<file path="src/ceq_consts.vh">
`ifndef CEQ_CONSTS_VH
`define CEQ_CONSTS_VH

// Register indexes (byte address is four times the index)
`define CEQ_IDX_SETUP      6'h13
`define CEQ_IDX_CELL_SEL   6'h14
`define CEQ_IDX_ON_TIME    6'h15
`define CEQ_IDX_STATUS     6'h16
`define CEQ_IDX_COMMAND    6'h17

// Setup register fields
`define CEQ_SETUP_W        10
`define CEQ_MODE_LSB       0
`define CEQ_WAIT_LSB       2
`define CEQ_PTR_LO_LSB     5
`define CEQ_PTR_HI_BIT     8
`define CEQ_EN_BIT         9
`define CEQ_SETUP_RST      10'h000

// Mode encodings
`define CEQ_MODE_OFF       2'h0
`define CEQ_MODE_MANUAL    2'h1
`define CEQ_MODE_TIMED     2'h2
`define CEQ_MODE_AUTO      2'h3

// Cell patterns
`define CEQ_CELLS          12
`define CEQ_INSTANCES      13
`define CEQ_PTR_W          4
`define CEQ_PTR_FIRST      4'h1
`define CEQ_PTR_LAST       4'hC
`define CEQ_PTR_MANUAL     4'h0

// On-time register, status and command bits
`define CEQ_ON_TIME_W      7
`define CEQ_ON_TIME_RST    7'h00
`define CEQ_STEP_S         20
`define CEQ_STAT_ACTIVE    0
`define CEQ_STAT_DONE      1
`define CEQ_STAT_FET_LSB   4
`define CEQ_CMD_ENABLE     0
`define CEQ_CMD_INHIBIT    1

// Time base: one second at a 200 MHz clock
`define CEQ_CLK_HZ         200000000
`define CEQ_TICK_S         1
`define CEQ_TICK_CYCLES    (`CEQ_TICK_S * `CEQ_CLK_HZ)
`define CEQ_SEC_W          12

`endif

</file>
<file path="src/ceq_top.v">
`timescale 1ns/1ps
// Overview of operation
// RL1 - Wait code selects 0 s, then 1..64 s doubling
// RL2 - Mode field: off, manual, timed, auto
// RL3 - Setting enable starts the selected mode
// RL4 - Enable set by register write or command
// RL5 - Manual mode outputs follow pattern directly
// RL6 - Timed mode turns all outputs off after duration
// RL7 - Auto mode removes charge over several cycles
// RL8 - Select bit n drives cell n+1 output
// RL9 - Set bit enables cell, clear bit keeps off
// RL10 - Thirteen pattern instances, pointer picks one
// RL11 - Instance zero drives manual and timed modes
// RL12 - Instances one to twelve form auto sequence
// RL13 - Auto mode advances pointer every cycle
// RL14 - Zero pattern wraps pointer back to one
// RL15 - Setup register layout at index 13h
// RL16 - Cell select register at index 14h
// RL17 - Twelve outputs controlled independently
// RL18 - Clear enable or inhibit command stops equalizing
// RL19 - Off mode or clear enable holds outputs off
// RL20 - Host sets pointer before pattern access
`include "ceq_consts.vh"

module ceq_top #(
  parameter TICK_CYCLES = `CEQ_TICK_CYCLES,
  parameter CNT_W       = 28
) (
  // Clock and reset
  input  wire                  clk_sys,
  input  wire                  sys_rst,
  // APB slave
  input  wire                  psel,
  input  wire                  penable,
  input  wire                  pwrite,
  input  wire [7:0]            paddr,
  input  wire [31:0]           pwdata,
  output reg  [31:0]           prdata,
  output reg                   pready,
  output reg                   pslverr,
  // Balancing transistor drives, bit 0 is cell 1
  output reg  [`CEQ_CELLS-1:0] cell_fet_drive_q
);

  ////////////////////////////////////////////////////////////////////////
  // Declarations

  localparam [3:0] ST_IDLE = 4'h1;
  localparam [3:0] ST_LOAD = 4'h2;
  localparam [3:0] ST_ON   = 4'h4;
  localparam [3:0] ST_WAIT = 4'h8;
  // Divider end count, cut to the counter width on purpose
  localparam [31:0]      TICK_SPAN = TICK_CYCLES - 1;
  localparam [CNT_W-1:0] TICK_LAST = TICK_SPAN[CNT_W-1:0];

  reg  [`CEQ_SETUP_W-1:0]   setup_q;
  reg  [`CEQ_ON_TIME_W-1:0] on_time_q;
  reg                       done_q;
  reg  [3:0]                state_q;
  reg  [3:0]                state_d;
  reg  [1:0]                run_mode_q;
  reg  [1:0]                load_wait_q;
  reg  [CNT_W-1:0]          div_q;
  reg                       tick_q;
  reg  [`CEQ_SEC_W-1:0]     sec_q;
  reg  [`CEQ_SEC_W-1:0]     sec_d;
  reg  [`CEQ_PTR_W-1:0]     ptr_d;
  reg                       en_clr;
  reg                       done_set;
  reg  [`CEQ_CELLS-1:0]     fet_d;
  reg  [31:0]               rdata_d;

  wire [1:0]                mode;
  wire [2:0]                wait_sel;
  wire [`CEQ_PTR_W-1:0]     ptr;
  wire                      en;
  wire [`CEQ_CELLS-1:0]     pat_host;
  wire [`CEQ_CELLS-1:0]     pat_run;
  wire [`CEQ_PTR_W-1:0]     run_addr;
  wire [5:0]                idx;
  wire                      acc;
  wire                      wr_done;
  wire                      hit;
  wire [`CEQ_SEC_W-1:0]     on_secs;
  wire [`CEQ_SEC_W-1:0]     wait_secs;
  wire [31:0]               on_prod;

  ////////////////////////////////////////////////////////////////////////
  // Field decode

  // Setup register fields; pointer is split over bits 8 and 7:5
  assign mode     = setup_q[`CEQ_MODE_LSB +: 2];                 // [RL15]
  assign wait_sel = setup_q[`CEQ_WAIT_LSB +: 3];                 // [RL15]
  assign ptr      = {setup_q[`CEQ_PTR_HI_BIT],
                     setup_q[`CEQ_PTR_LO_LSB +: 3]};             // [RL15]
  assign en       = setup_q[`CEQ_EN_BIT];                        // [RL15]

  // Wait code to seconds: 0 gives none, else doubles from 1 s
  function [`CEQ_SEC_W-1:0] wait_to_secs;
    input [2:0] code;
    begin
      if (code == 3'h0)
        wait_to_secs = {`CEQ_SEC_W{1'b0}};
      else
        wait_to_secs = {{(`CEQ_SEC_W-1){1'b0}}, 1'b1} << (code - 3'h1);
    end
  endfunction

  assign wait_secs = wait_to_secs(wait_sel);                     // [RL1]
  // On-time in 20 s steps; 127 steps fit in twelve bits
  assign on_prod   = on_time_q * `CEQ_STEP_S;
  assign on_secs   = on_prod[`CEQ_SEC_W-1:0];

  ////////////////////////////////////////////////////////////////////////
  // APB decode

  // Word-aligned index; one wait state so read data leaves a register
  assign idx     = paddr[7:2];
  assign acc     = psel && penable;
  assign wr_done = acc && pready && pwrite;
  assign hit     = (paddr[1:0] == 2'h0) &&
                   ((idx == `CEQ_IDX_SETUP) || (idx == `CEQ_IDX_CELL_SEL) ||
                    (idx == `CEQ_IDX_ON_TIME) || (idx == `CEQ_IDX_STATUS) ||
                    (idx == `CEQ_IDX_COMMAND));

  // Read mux; cell select shows only the pointed instance
  always @* begin
    rdata_d = 32'h0000_0000;
    case (idx)
      `CEQ_IDX_SETUP:
        rdata_d[`CEQ_SETUP_W-1:0] = setup_q;
      `CEQ_IDX_CELL_SEL:
        rdata_d[`CEQ_CELLS-1:0] = pat_host;                      // [RL10]
      `CEQ_IDX_ON_TIME:
        rdata_d[`CEQ_ON_TIME_W-1:0] = on_time_q;
      `CEQ_IDX_STATUS: begin
        rdata_d[`CEQ_STAT_ACTIVE] = (state_q != ST_IDLE);
        rdata_d[`CEQ_STAT_DONE]   = done_q;
        rdata_d[`CEQ_STAT_FET_LSB +: `CEQ_CELLS] = cell_fet_drive_q;
      end
      default:
        rdata_d = 32'h0000_0000;
    endcase
  end

  // Bus handshake: ready one cycle into the access phase
  always @(posedge clk_sys) begin
    if (sys_rst) begin
      pready  <= 1'b0;
      pslverr <= 1'b0;
      prdata  <= 32'h0000_0000;
    end else if (acc && !pready) begin
      pready  <= 1'b1;
      pslverr <= !hit;
      prdata  <= (hit && !pwrite) ? rdata_d : 32'h0000_0000;
    end else begin
      pready  <= 1'b0;
      pslverr <= 1'b0;
    end
  end

  ////////////////////////////////////////////////////////////////////////
  // Pattern store

  // Host port sees the pointed instance; run port sees the active one
  assign run_addr = (run_mode_q == `CEQ_MODE_AUTO) ? ptr :
                    `CEQ_PTR_MANUAL;                             // [RL11]

  ceq_pattern_mem #(
    .WIDTH (`CEQ_CELLS),
    .DEPTH (`CEQ_INSTANCES),
    .AW    (`CEQ_PTR_W)
  ) u_mem (
    .clk_sys   (clk_sys),
    .sys_rst   (sys_rst),
    .wr_en     (wr_done && (idx == `CEQ_IDX_CELL_SEL) && hit),   // [RL16]
    .wr_addr   (ptr),                                            // [RL10]
    .wr_data   (pwdata[`CEQ_CELLS-1:0]),
    .rd_a_addr (ptr),
    .rd_a_q    (pat_host),
    .rd_b_addr (run_addr),
    .rd_b_q    (pat_run)
  );

  ////////////////////////////////////////////////////////////////////////
  // Setup, on-time and done registers

  // Software writes win over the engine's pointer and enable updates
  always @(posedge clk_sys) begin
    if (sys_rst) begin
      setup_q   <= `CEQ_SETUP_RST;
      on_time_q <= `CEQ_ON_TIME_RST;
    end else if (wr_done && hit && (idx == `CEQ_IDX_SETUP)) begin
      setup_q <= pwdata[`CEQ_SETUP_W-1:0];                       // [RL4]
    end else if (wr_done && hit && (idx == `CEQ_IDX_ON_TIME)) begin
      on_time_q <= pwdata[`CEQ_ON_TIME_W-1:0];
    end else if (wr_done && hit && (idx == `CEQ_IDX_COMMAND)) begin
      // Inhibit outranks enable when both are written together
      if (pwdata[`CEQ_CMD_INHIBIT])
        setup_q[`CEQ_EN_BIT] <= 1'b0;                            // [RL18]
      else if (pwdata[`CEQ_CMD_ENABLE])
        setup_q[`CEQ_EN_BIT] <= 1'b1;                            // [RL4]
    end else begin
      {setup_q[`CEQ_PTR_HI_BIT], setup_q[`CEQ_PTR_LO_LSB +: 3]} <= ptr_d;
      if (en_clr)
        setup_q[`CEQ_EN_BIT] <= 1'b0;
    end
  end

  // Done flag: timed run completion sets, write one clears, set wins
  always @(posedge clk_sys) begin
    if (sys_rst)
      done_q <= 1'b0;
    else if (done_set)
      done_q <= 1'b1;
    else if (wr_done && hit && (idx == `CEQ_IDX_STATUS) &&
             pwdata[`CEQ_STAT_DONE])
      done_q <= 1'b0;
  end

  ////////////////////////////////////////////////////////////////////////
  // One-second time base

  // Restarted when idle so every run gets whole seconds
  always @(posedge clk_sys) begin
    if (sys_rst || (state_q == ST_IDLE) || (div_q == TICK_LAST)) begin
      div_q <= {CNT_W{1'b0}};
    end else begin
      div_q <= div_q + 1'b1;
    end
  end

  always @(posedge clk_sys) begin
    if (sys_rst)
      tick_q <= 1'b0;
    else
      tick_q <= (state_q != ST_IDLE) && (div_q == TICK_LAST);
  end

  ////////////////////////////////////////////////////////////////////////
  // Sequencer

  // Next state; a mode change or enable drop always lands in idle
  always @* begin
    state_d  = state_q;
    sec_d    = tick_q ? sec_q + 1'b1 : sec_q;
    ptr_d    = ptr;
    en_clr   = 1'b0;
    done_set = 1'b0;
    if (!en || (mode == `CEQ_MODE_OFF) || (mode != run_mode_q)) begin
      state_d = ST_IDLE;                                         // [RL18]
      sec_d   = {`CEQ_SEC_W{1'b0}};
    end else begin
      case (state_q)
        ST_IDLE: begin
          sec_d = {`CEQ_SEC_W{1'b0}};
          if (mode == `CEQ_MODE_AUTO) begin
            ptr_d   = `CEQ_PTR_FIRST;                            // [RL12]
            state_d = ST_LOAD;                                   // [RL3]
          end else begin
            state_d = ST_ON;                                     // [RL3]
          end
        end
        ST_LOAD: begin
          // Registered read needs two cycles to show the new instance
          sec_d = {`CEQ_SEC_W{1'b0}};
          if (load_wait_q == 2'h0) begin
            if ((pat_run == {`CEQ_CELLS{1'b0}}) &&
                (ptr != `CEQ_PTR_FIRST)) begin
              ptr_d = `CEQ_PTR_FIRST;                            // [RL14]
            end else begin
              state_d = ST_ON;
            end
          end
        end
        ST_ON: begin
          // Manual never ends on its own; zero on-time means no limit
          if ((run_mode_q != `CEQ_MODE_MANUAL) && (|on_time_q) &&
              (sec_q >= on_secs)) begin
            sec_d = {`CEQ_SEC_W{1'b0}};
            if (run_mode_q == `CEQ_MODE_TIMED) begin
              en_clr   = 1'b1;                                   // [RL6]
              done_set = 1'b1;
              state_d  = ST_IDLE;
            end else begin
              state_d = ST_WAIT;                                 // [RL7]
            end
          end
        end
        ST_WAIT: begin
          if (sec_q >= wait_secs) begin                          // [RL1]
            sec_d   = {`CEQ_SEC_W{1'b0}};
            ptr_d   = (ptr == `CEQ_PTR_LAST) ? `CEQ_PTR_FIRST :
                      ptr + 1'b1;                                // [RL13]
            state_d = ST_LOAD;
          end
        end
        default: begin
          state_d = ST_IDLE;
          sec_d   = {`CEQ_SEC_W{1'b0}};
        end
      endcase
    end
  end

  // State, mode capture and load delay
  always @(posedge clk_sys) begin
    if (sys_rst) begin
      state_q     <= ST_IDLE;
      run_mode_q  <= `CEQ_MODE_OFF;
      sec_q       <= {`CEQ_SEC_W{1'b0}};
      load_wait_q <= 2'h0;
    end else begin
      state_q    <= state_d;
      sec_q      <= sec_d;
      run_mode_q <= mode;                                        // [RL2]
      if ((state_d == ST_LOAD) && (ptr_d != ptr || state_q != ST_LOAD))
        load_wait_q <= 2'h2;
      else if (load_wait_q != 2'h0)
        load_wait_q <= load_wait_q - 1'b1;
    end
  end

  ////////////////////////////////////////////////////////////////////////
  // Transistor drives

  // Each bit drives its own cell; off unless enabled and on phase
  always @* begin
    fet_d = {`CEQ_CELLS{1'b0}};                                  // [RL19]
    if (en && (mode != `CEQ_MODE_OFF) && (state_q == ST_ON) &&
        (run_mode_q == mode))
      fet_d = pat_run;                              // [RL5] [RL8] [RL9]
  end

  always @(posedge clk_sys) begin
    if (sys_rst)
      cell_fet_drive_q <= {`CEQ_CELLS{1'b0}};
    else
      cell_fet_drive_q <= fet_d;                                 // [RL17]
  end

endmodule // ceq_top

</file>
<file path="src/ceq_pattern_mem.v">
`timescale 1ns/1ps
// Multiple-instance cell pattern store, two registered read ports
module ceq_pattern_mem #(
  parameter WIDTH = 12,
  parameter DEPTH = 13,
  parameter AW    = 4
) (
  // Clock and reset
  input  wire             clk_sys,
  input  wire             sys_rst,
  // Write port
  input  wire             wr_en,
  input  wire [AW-1:0]    wr_addr,
  input  wire [WIDTH-1:0] wr_data,
  // Read ports
  input  wire [AW-1:0]    rd_a_addr,
  output reg  [WIDTH-1:0] rd_a_q,
  input  wire [AW-1:0]    rd_b_addr,
  output reg  [WIDTH-1:0] rd_b_q
);
  reg [WIDTH-1:0] mem_q [0:DEPTH-1];
  genvar g;

  // Storage words; out-of-range addresses never write
  generate
    for (g = 0; g < DEPTH; g = g + 1) begin : g_word
      always @(posedge clk_sys) begin
        if (sys_rst)
          mem_q[g] <= {WIDTH{1'b0}};
        else if (wr_en && (wr_addr == g))
          mem_q[g] <= wr_data;
      end
    end
  endgenerate

  // Registered reads; an empty location reads as zero
  always @(posedge clk_sys) begin
    if (sys_rst) begin
      rd_a_q <= {WIDTH{1'b0}};
      rd_b_q <= {WIDTH{1'b0}};
    end else begin
      rd_a_q <= (rd_a_addr < DEPTH) ? mem_q[rd_a_addr] : {WIDTH{1'b0}};
      rd_b_q <= (rd_b_addr < DEPTH) ? mem_q[rd_b_addr] : {WIDTH{1'b0}};
    end
  end
endmodule // ceq_pattern_mem

</file>
<file path="config.mk">
export PLATFORM = sky130hd
export DESIGN_NAME = ceq_top
export DESIGN_NICKNAME = d
export VERILOG_FILES = /design/src/ceq_top.v /design/src/ceq_pattern_mem.v
export VERILOG_INCLUDE_DIRS = /design/src /design/src/src
export SDC_FILE = /design/constraint.sdc
export NUM_CORES = 1
export LEC_CHECK = 0
export BUFFER_PORTS_ARGS = -buffer_cell sky130_fd_sc_hd__buf_2
export CORE_ASPECT_RATIO = 1.25
export CORE_UTILIZATION = 55
export DETAILED_ROUTE_END_ITERATION = 7
export GPL_TIMING_DRIVEN = 0
export PLACE_DENSITY = 0.82
export SYNTH_ARGS = -nofsm -noshare
export SYNTH_HDL_FRONTEND = slang
export SYNTH_SLANG_ARGS = --single-unit
</file>
<file path="constraint.sdc">
create_clock -name clk_sys -period 3.6 [get_ports clk_sys]
set_clock_uncertainty 0.2 [all_clocks]
set_input_delay 0.72 -clock clk_sys [delete_from_list [all_inputs] [get_ports clk_sys]]
set_output_delay 0.72 -clock clk_sys [all_outputs]
set_load 0.02 [all_outputs]
</file>
==> impl_metrics.json <==
{
  "comb_power_share_pct": 4.0,
  "root_buffer": "clkbuf_16",
  "fin_ws_ns": -0.144,
  "final_area_sq_um": 16300,
  "setup_viol": 15,
  "core-area_sq_um": 25200,
  "report.final.slew_viol_count": 0,
  "io_pins": 91,
  "grt_max_degree": 15,
  "synth_ff_type": "edfxtp_1",
  "slew-limit-headroom_pct": 26.7,
  "drc_errors": 0,
  "crit_arrival_ns": 4.00,
  "synthArstFlopShare_pct": 0,
  "clock-sinks": 277,
  "tns_ns": -1.43,
  "fin_crit_sh_pct": 104,
  "synth_seq_cells": 277,
  "status": "complete, but fails checks",
  "cts_buffers": 29,
  "syn_inst": 1375,
  "clk-insertion-delay-late_ns": 0.55,
  "maxCapViolCount": 0,
  "track_usage_pct": 32.9,
  "dr.pass1.iters": 8,
  "yosys_warnings": 0,
  "fmax_ghz": 0.267,
  "grt_overflow": 0,
  "drt_iter0_drc": 1025,
  "ys_seq_area_share_pct": 50.3,
  "p_seq_share_pct": 53.0,
  "leakage_uw": 0.00591,
  "pwr-share-clk_pct": 43.0,
  "p_per_area_nw_per_um2": 399,
  "placed_area_sq_um": 14900,
  "num_rows": 65,
  "portBuffers": 54,
  "power.net_switching_uw": 1430,
  "clk_pin_slew_worst_paths_ns": 0.06,
  "antenna_cells": 0,
  "drtAntennaViolNets": 0,
  "hold_class": "reg2reg",
  "grt_pass1_wl_mm": 65.4,
  "critical_path_required_ns": 3.86,
  "path_max_fanout": 4,
  "final_nets": 1574,
  "tritoncts": "done",
  "wl_per_cell_um": 23.5,
  "vias_per_cell": 6.14,
  "critPathKind": "reg2reg",
  "hold_buffers": 0,
  "ys_types": 77,
  "clock_tree.buffer_depth": 3,
  "num_vias": 11300,
  "worst_pin_slew_ns": 1.10,
  "gp_congestion": 1.03,
  "syn_area_sq_um": 14100,
  "endpoint_kind": "register",
  "rsz0062_at_grt": "true",
  "swShare_pct": 22.0,
  "nFillCells": 1984,
  "syn_to_final_growth_pct": 15.0,
  "power.internal_uw": 5050,
  "final_core_util_pct": 64.5,
  "chipWidth_um": 145,
  "final-hold-violation-count": 0,
  "violations": "setup timing",
  "die_h_um": 181,
  "antenna_found_initial": 0,
  "power_uw": 6480,
  "synth_edf_count": 156,
  "start_util_pct": 56.1,
  "avgSynthCellArea_sq_um": 10.3,
  "critPathLaunchType": "register",
  "dieArea_sq_um": 26400,
  "grt_pass1_vias": 11300,
  "drive_gt1_share_pct": 17.7,
  "holdWs_ns": 0.271,
  "fin_crit_ns": 3.74,
  "dp_hpwl_mm": 30.7,
  "irDropWorstVdd_mv": 0.310,
  "cts-htree-levels": 1,
  "wirelength_mm": 43.3
}
==> placed cells by master, fill, tap and decap left out, drive strengths merged, types with 6 or more instances in the layout <==
| cell type | instances |
|---|---|
| and2 | 179 |
| a22o | 6 |
| clkinv | 7 |
| or2 | 6 |
| dfxtp | 121 |
| o21ai | 38 |
| o21bai | 19 |
| nor2 | 97 |
| nor3 | 40 |
| mux2i | 35 |
| buf | 105 |
| nand2 | 123 |
| xnor2 | 22 |
| mux4 | 13 |
| inv | 23 |
| nand3b | 7 |
| a21o | 9 |
| and3 | 10 |
| ha | 35 |
| a21oi | 65 |
| conb | 17 |
| nand3 | 39 |
| o211ai | 20 |
| nor4 | 12 |
| edfxtp | 156 |
| nor2b | 8 |
| clkbuf | 111 |
| nand2b | 21 |
| nand4 | 13 |
| a221o | 12 |
| a22oi | 20 |
| mux2 | 16 |
| xor2 | 23 |
| a211oi | 15 |
==> final cells by class <==
cell class / instances / area [sq um] / share of cell area, %
clock buffers: 39 / 816 / 5.02
flip-flops and latches: 277 / 7130 / 43.8
plain buffers: 105 / 509 / 3.13
inverters: 24 / 93.8 / 0.577
clock inverters: 10 / 53.8 / 0.331
repair buffers: 72 / 424 / 2.61
well taps: 335 / 419 / 2.58
multi-input cells: 984 / 6820 / 41.9
==> Yosys cell counts, types with 5 or more instances <==
library cell / count / area share, %
xor2_1: 23 / 1.4
clkbuf_1: 62 / 1.6
nor4_1: 9 / 0.40
mux4_2: 13 / 2.1
a221o_1: 12 / 0.85
nand4_1: 13 / 0.58
nor2b_1: 8 / 0.35
and3_1: 10 / 0.44
a311o_1: 5 / 0.35
xnor2_1: 22 / 1.4
o21bai_1: 19 / 1.0
nand3b_1: 7 / 0.37
ha_1: 35 / 3.1
and2_1: 177 / 7.8
buf_4: 19 / 1.0
o2111ai_1: 5 / 0.31
a211oi_1: 15 / 0.80
buf_2: 6 / 0.21
a31oi_1: 5 / 0.22
or2_2: 6 / 0.27
nand2_1: 119 / 3.2
clkbuf_2: 10 / 0.35
nand3_1: 39 / 1.4
nor3_2: 5 / 0.35
a21o_1: 9 / 0.48
a21oi_1: 65 / 2.3
mux2_2: 16 / 1.3
edfxtp_1: 156 / 33
o2bb2ai_1: 5 / 0.31
dfxtp_1: 121 / 17
a22oi_1: 20 / 1.1
inv_1: 23 / 0.61
o21ai_0: 36 / 1.3
nor3_1: 35 / 1.2
mux2i_1: 35 / 2.5
nor2_1: 97 / 2.6
a22o_1: 6 / 0.37
buf_1: 7 / 0.19
o211ai_1: 20 / 1.1
a311oi_1: 5 / 0.31
nand2b_1: 21 / 0.93
==> layer usage <==
metal	part of all wire, %	vias up	GRT usage (%)
met5	0	-	0
met4	7.8	0	21.9
met3	7.3	193	5.45
met2	48	602	56.1
met1	37	5422	38.1
li1	-	5121	-
==> stage by stage <==
stage	instances	setup slack (ns)
after floorplan	1390	0.0133
after global placement	1779	-0.664
after detailed placement	1779	-0.688
after CTS	1843	-0.0636
after global routing	1846	-0.246
final	1846	-0.144
==> path summary, 6_finish.rpt <==
path | from | to | slack, ns | cells after the start
worst max-delay path | on_time_q[3] | setup_q[9] | -0.14 | 18
worst min-delay path | u_mem.rd_b_q[8] | cell_fet_drive_q[8] | 0.27 | 1
worst max register to register | on_time_q[3] | setup_q[9] | -0.14 | 18
worst min register to register | u_mem.rd_b_q[8] | cell_fet_drive_q[8] | 0.27 | 1
==> flip-flops by register name, indices dropped and copies added, names as in the netlist <==
signal            flops
div_q                28
pslverr               1
sec_q                12
load_wait_q           2
u_mem.rd_b_q         12
setup_q              10
cell_fet_drive_q     12
run_mode_q            2
done_q                1
on_time_q             7
tick_q                1
state_q               4
prdata               16
u_mem.mem_q         156
u_mem.rd_a_q         12
pready                1
==> worst max-delay path: stages (launching register included) <==
cell      delay (ns)
dfxtp_4         0.36
ha_4            0.27
ha_4            0.13
inv_2           0.03
fa_2            0.34
inv_2           0.06
a21oi_2         0.05
o21ai_2         0.16
a21o_1          0.15
nand2_2         0.07
ha_4            0.25
and3_4          0.17
a221o_1         0.32
a22o_1          0.26
a31oi_4         0.23
buf_6           0.14
nor2_4          0.04
a31o_2          0.24
a211oi_2        0.17
==> power groups by stage <==
stage                     Sequential (uW)  Clock [uW]  Combinational [uW]
final                                3430        2790                 261
after global routing                 3440        2930                 277
after CTS                            3430        2790                 255
after detailed placement             3500           0                 253
after global placement               3500           0                 252
after floorplan                      3490           0                 151
==> kinds of logic (layout without fill, tap and decap cells) <==
| logic type | count (synthesis) | in the layout | share of synthesized area (%) |
|---|---|---|---|
| other cells | 2 | 17 | 0.0531 |
| xor+xnor | 45 | 45 | 2.79 |
| buf+inv | 129 | 250 | 4.12 |
| fa+ha+maj | 36 | 36 | 3.24 |
| compound gates | 249 | 249 | 12.0 |
| flops | 277 | 277 | 50.3 |
| mux | 64 | 64 | 5.82 |
| simple gates | 573 | 573 | 21.7 |
==> timing repair <==
action                     4_1_cts  5_1_grt
resized for setup               60       25
cloned                           1        0
pin swaps                       29       11
hold endpoints to repair         0        0
setup endpoints to repair      115       93
setup buffers                   15        4
No activity file was read; power rests on OpenSTA's default activity.
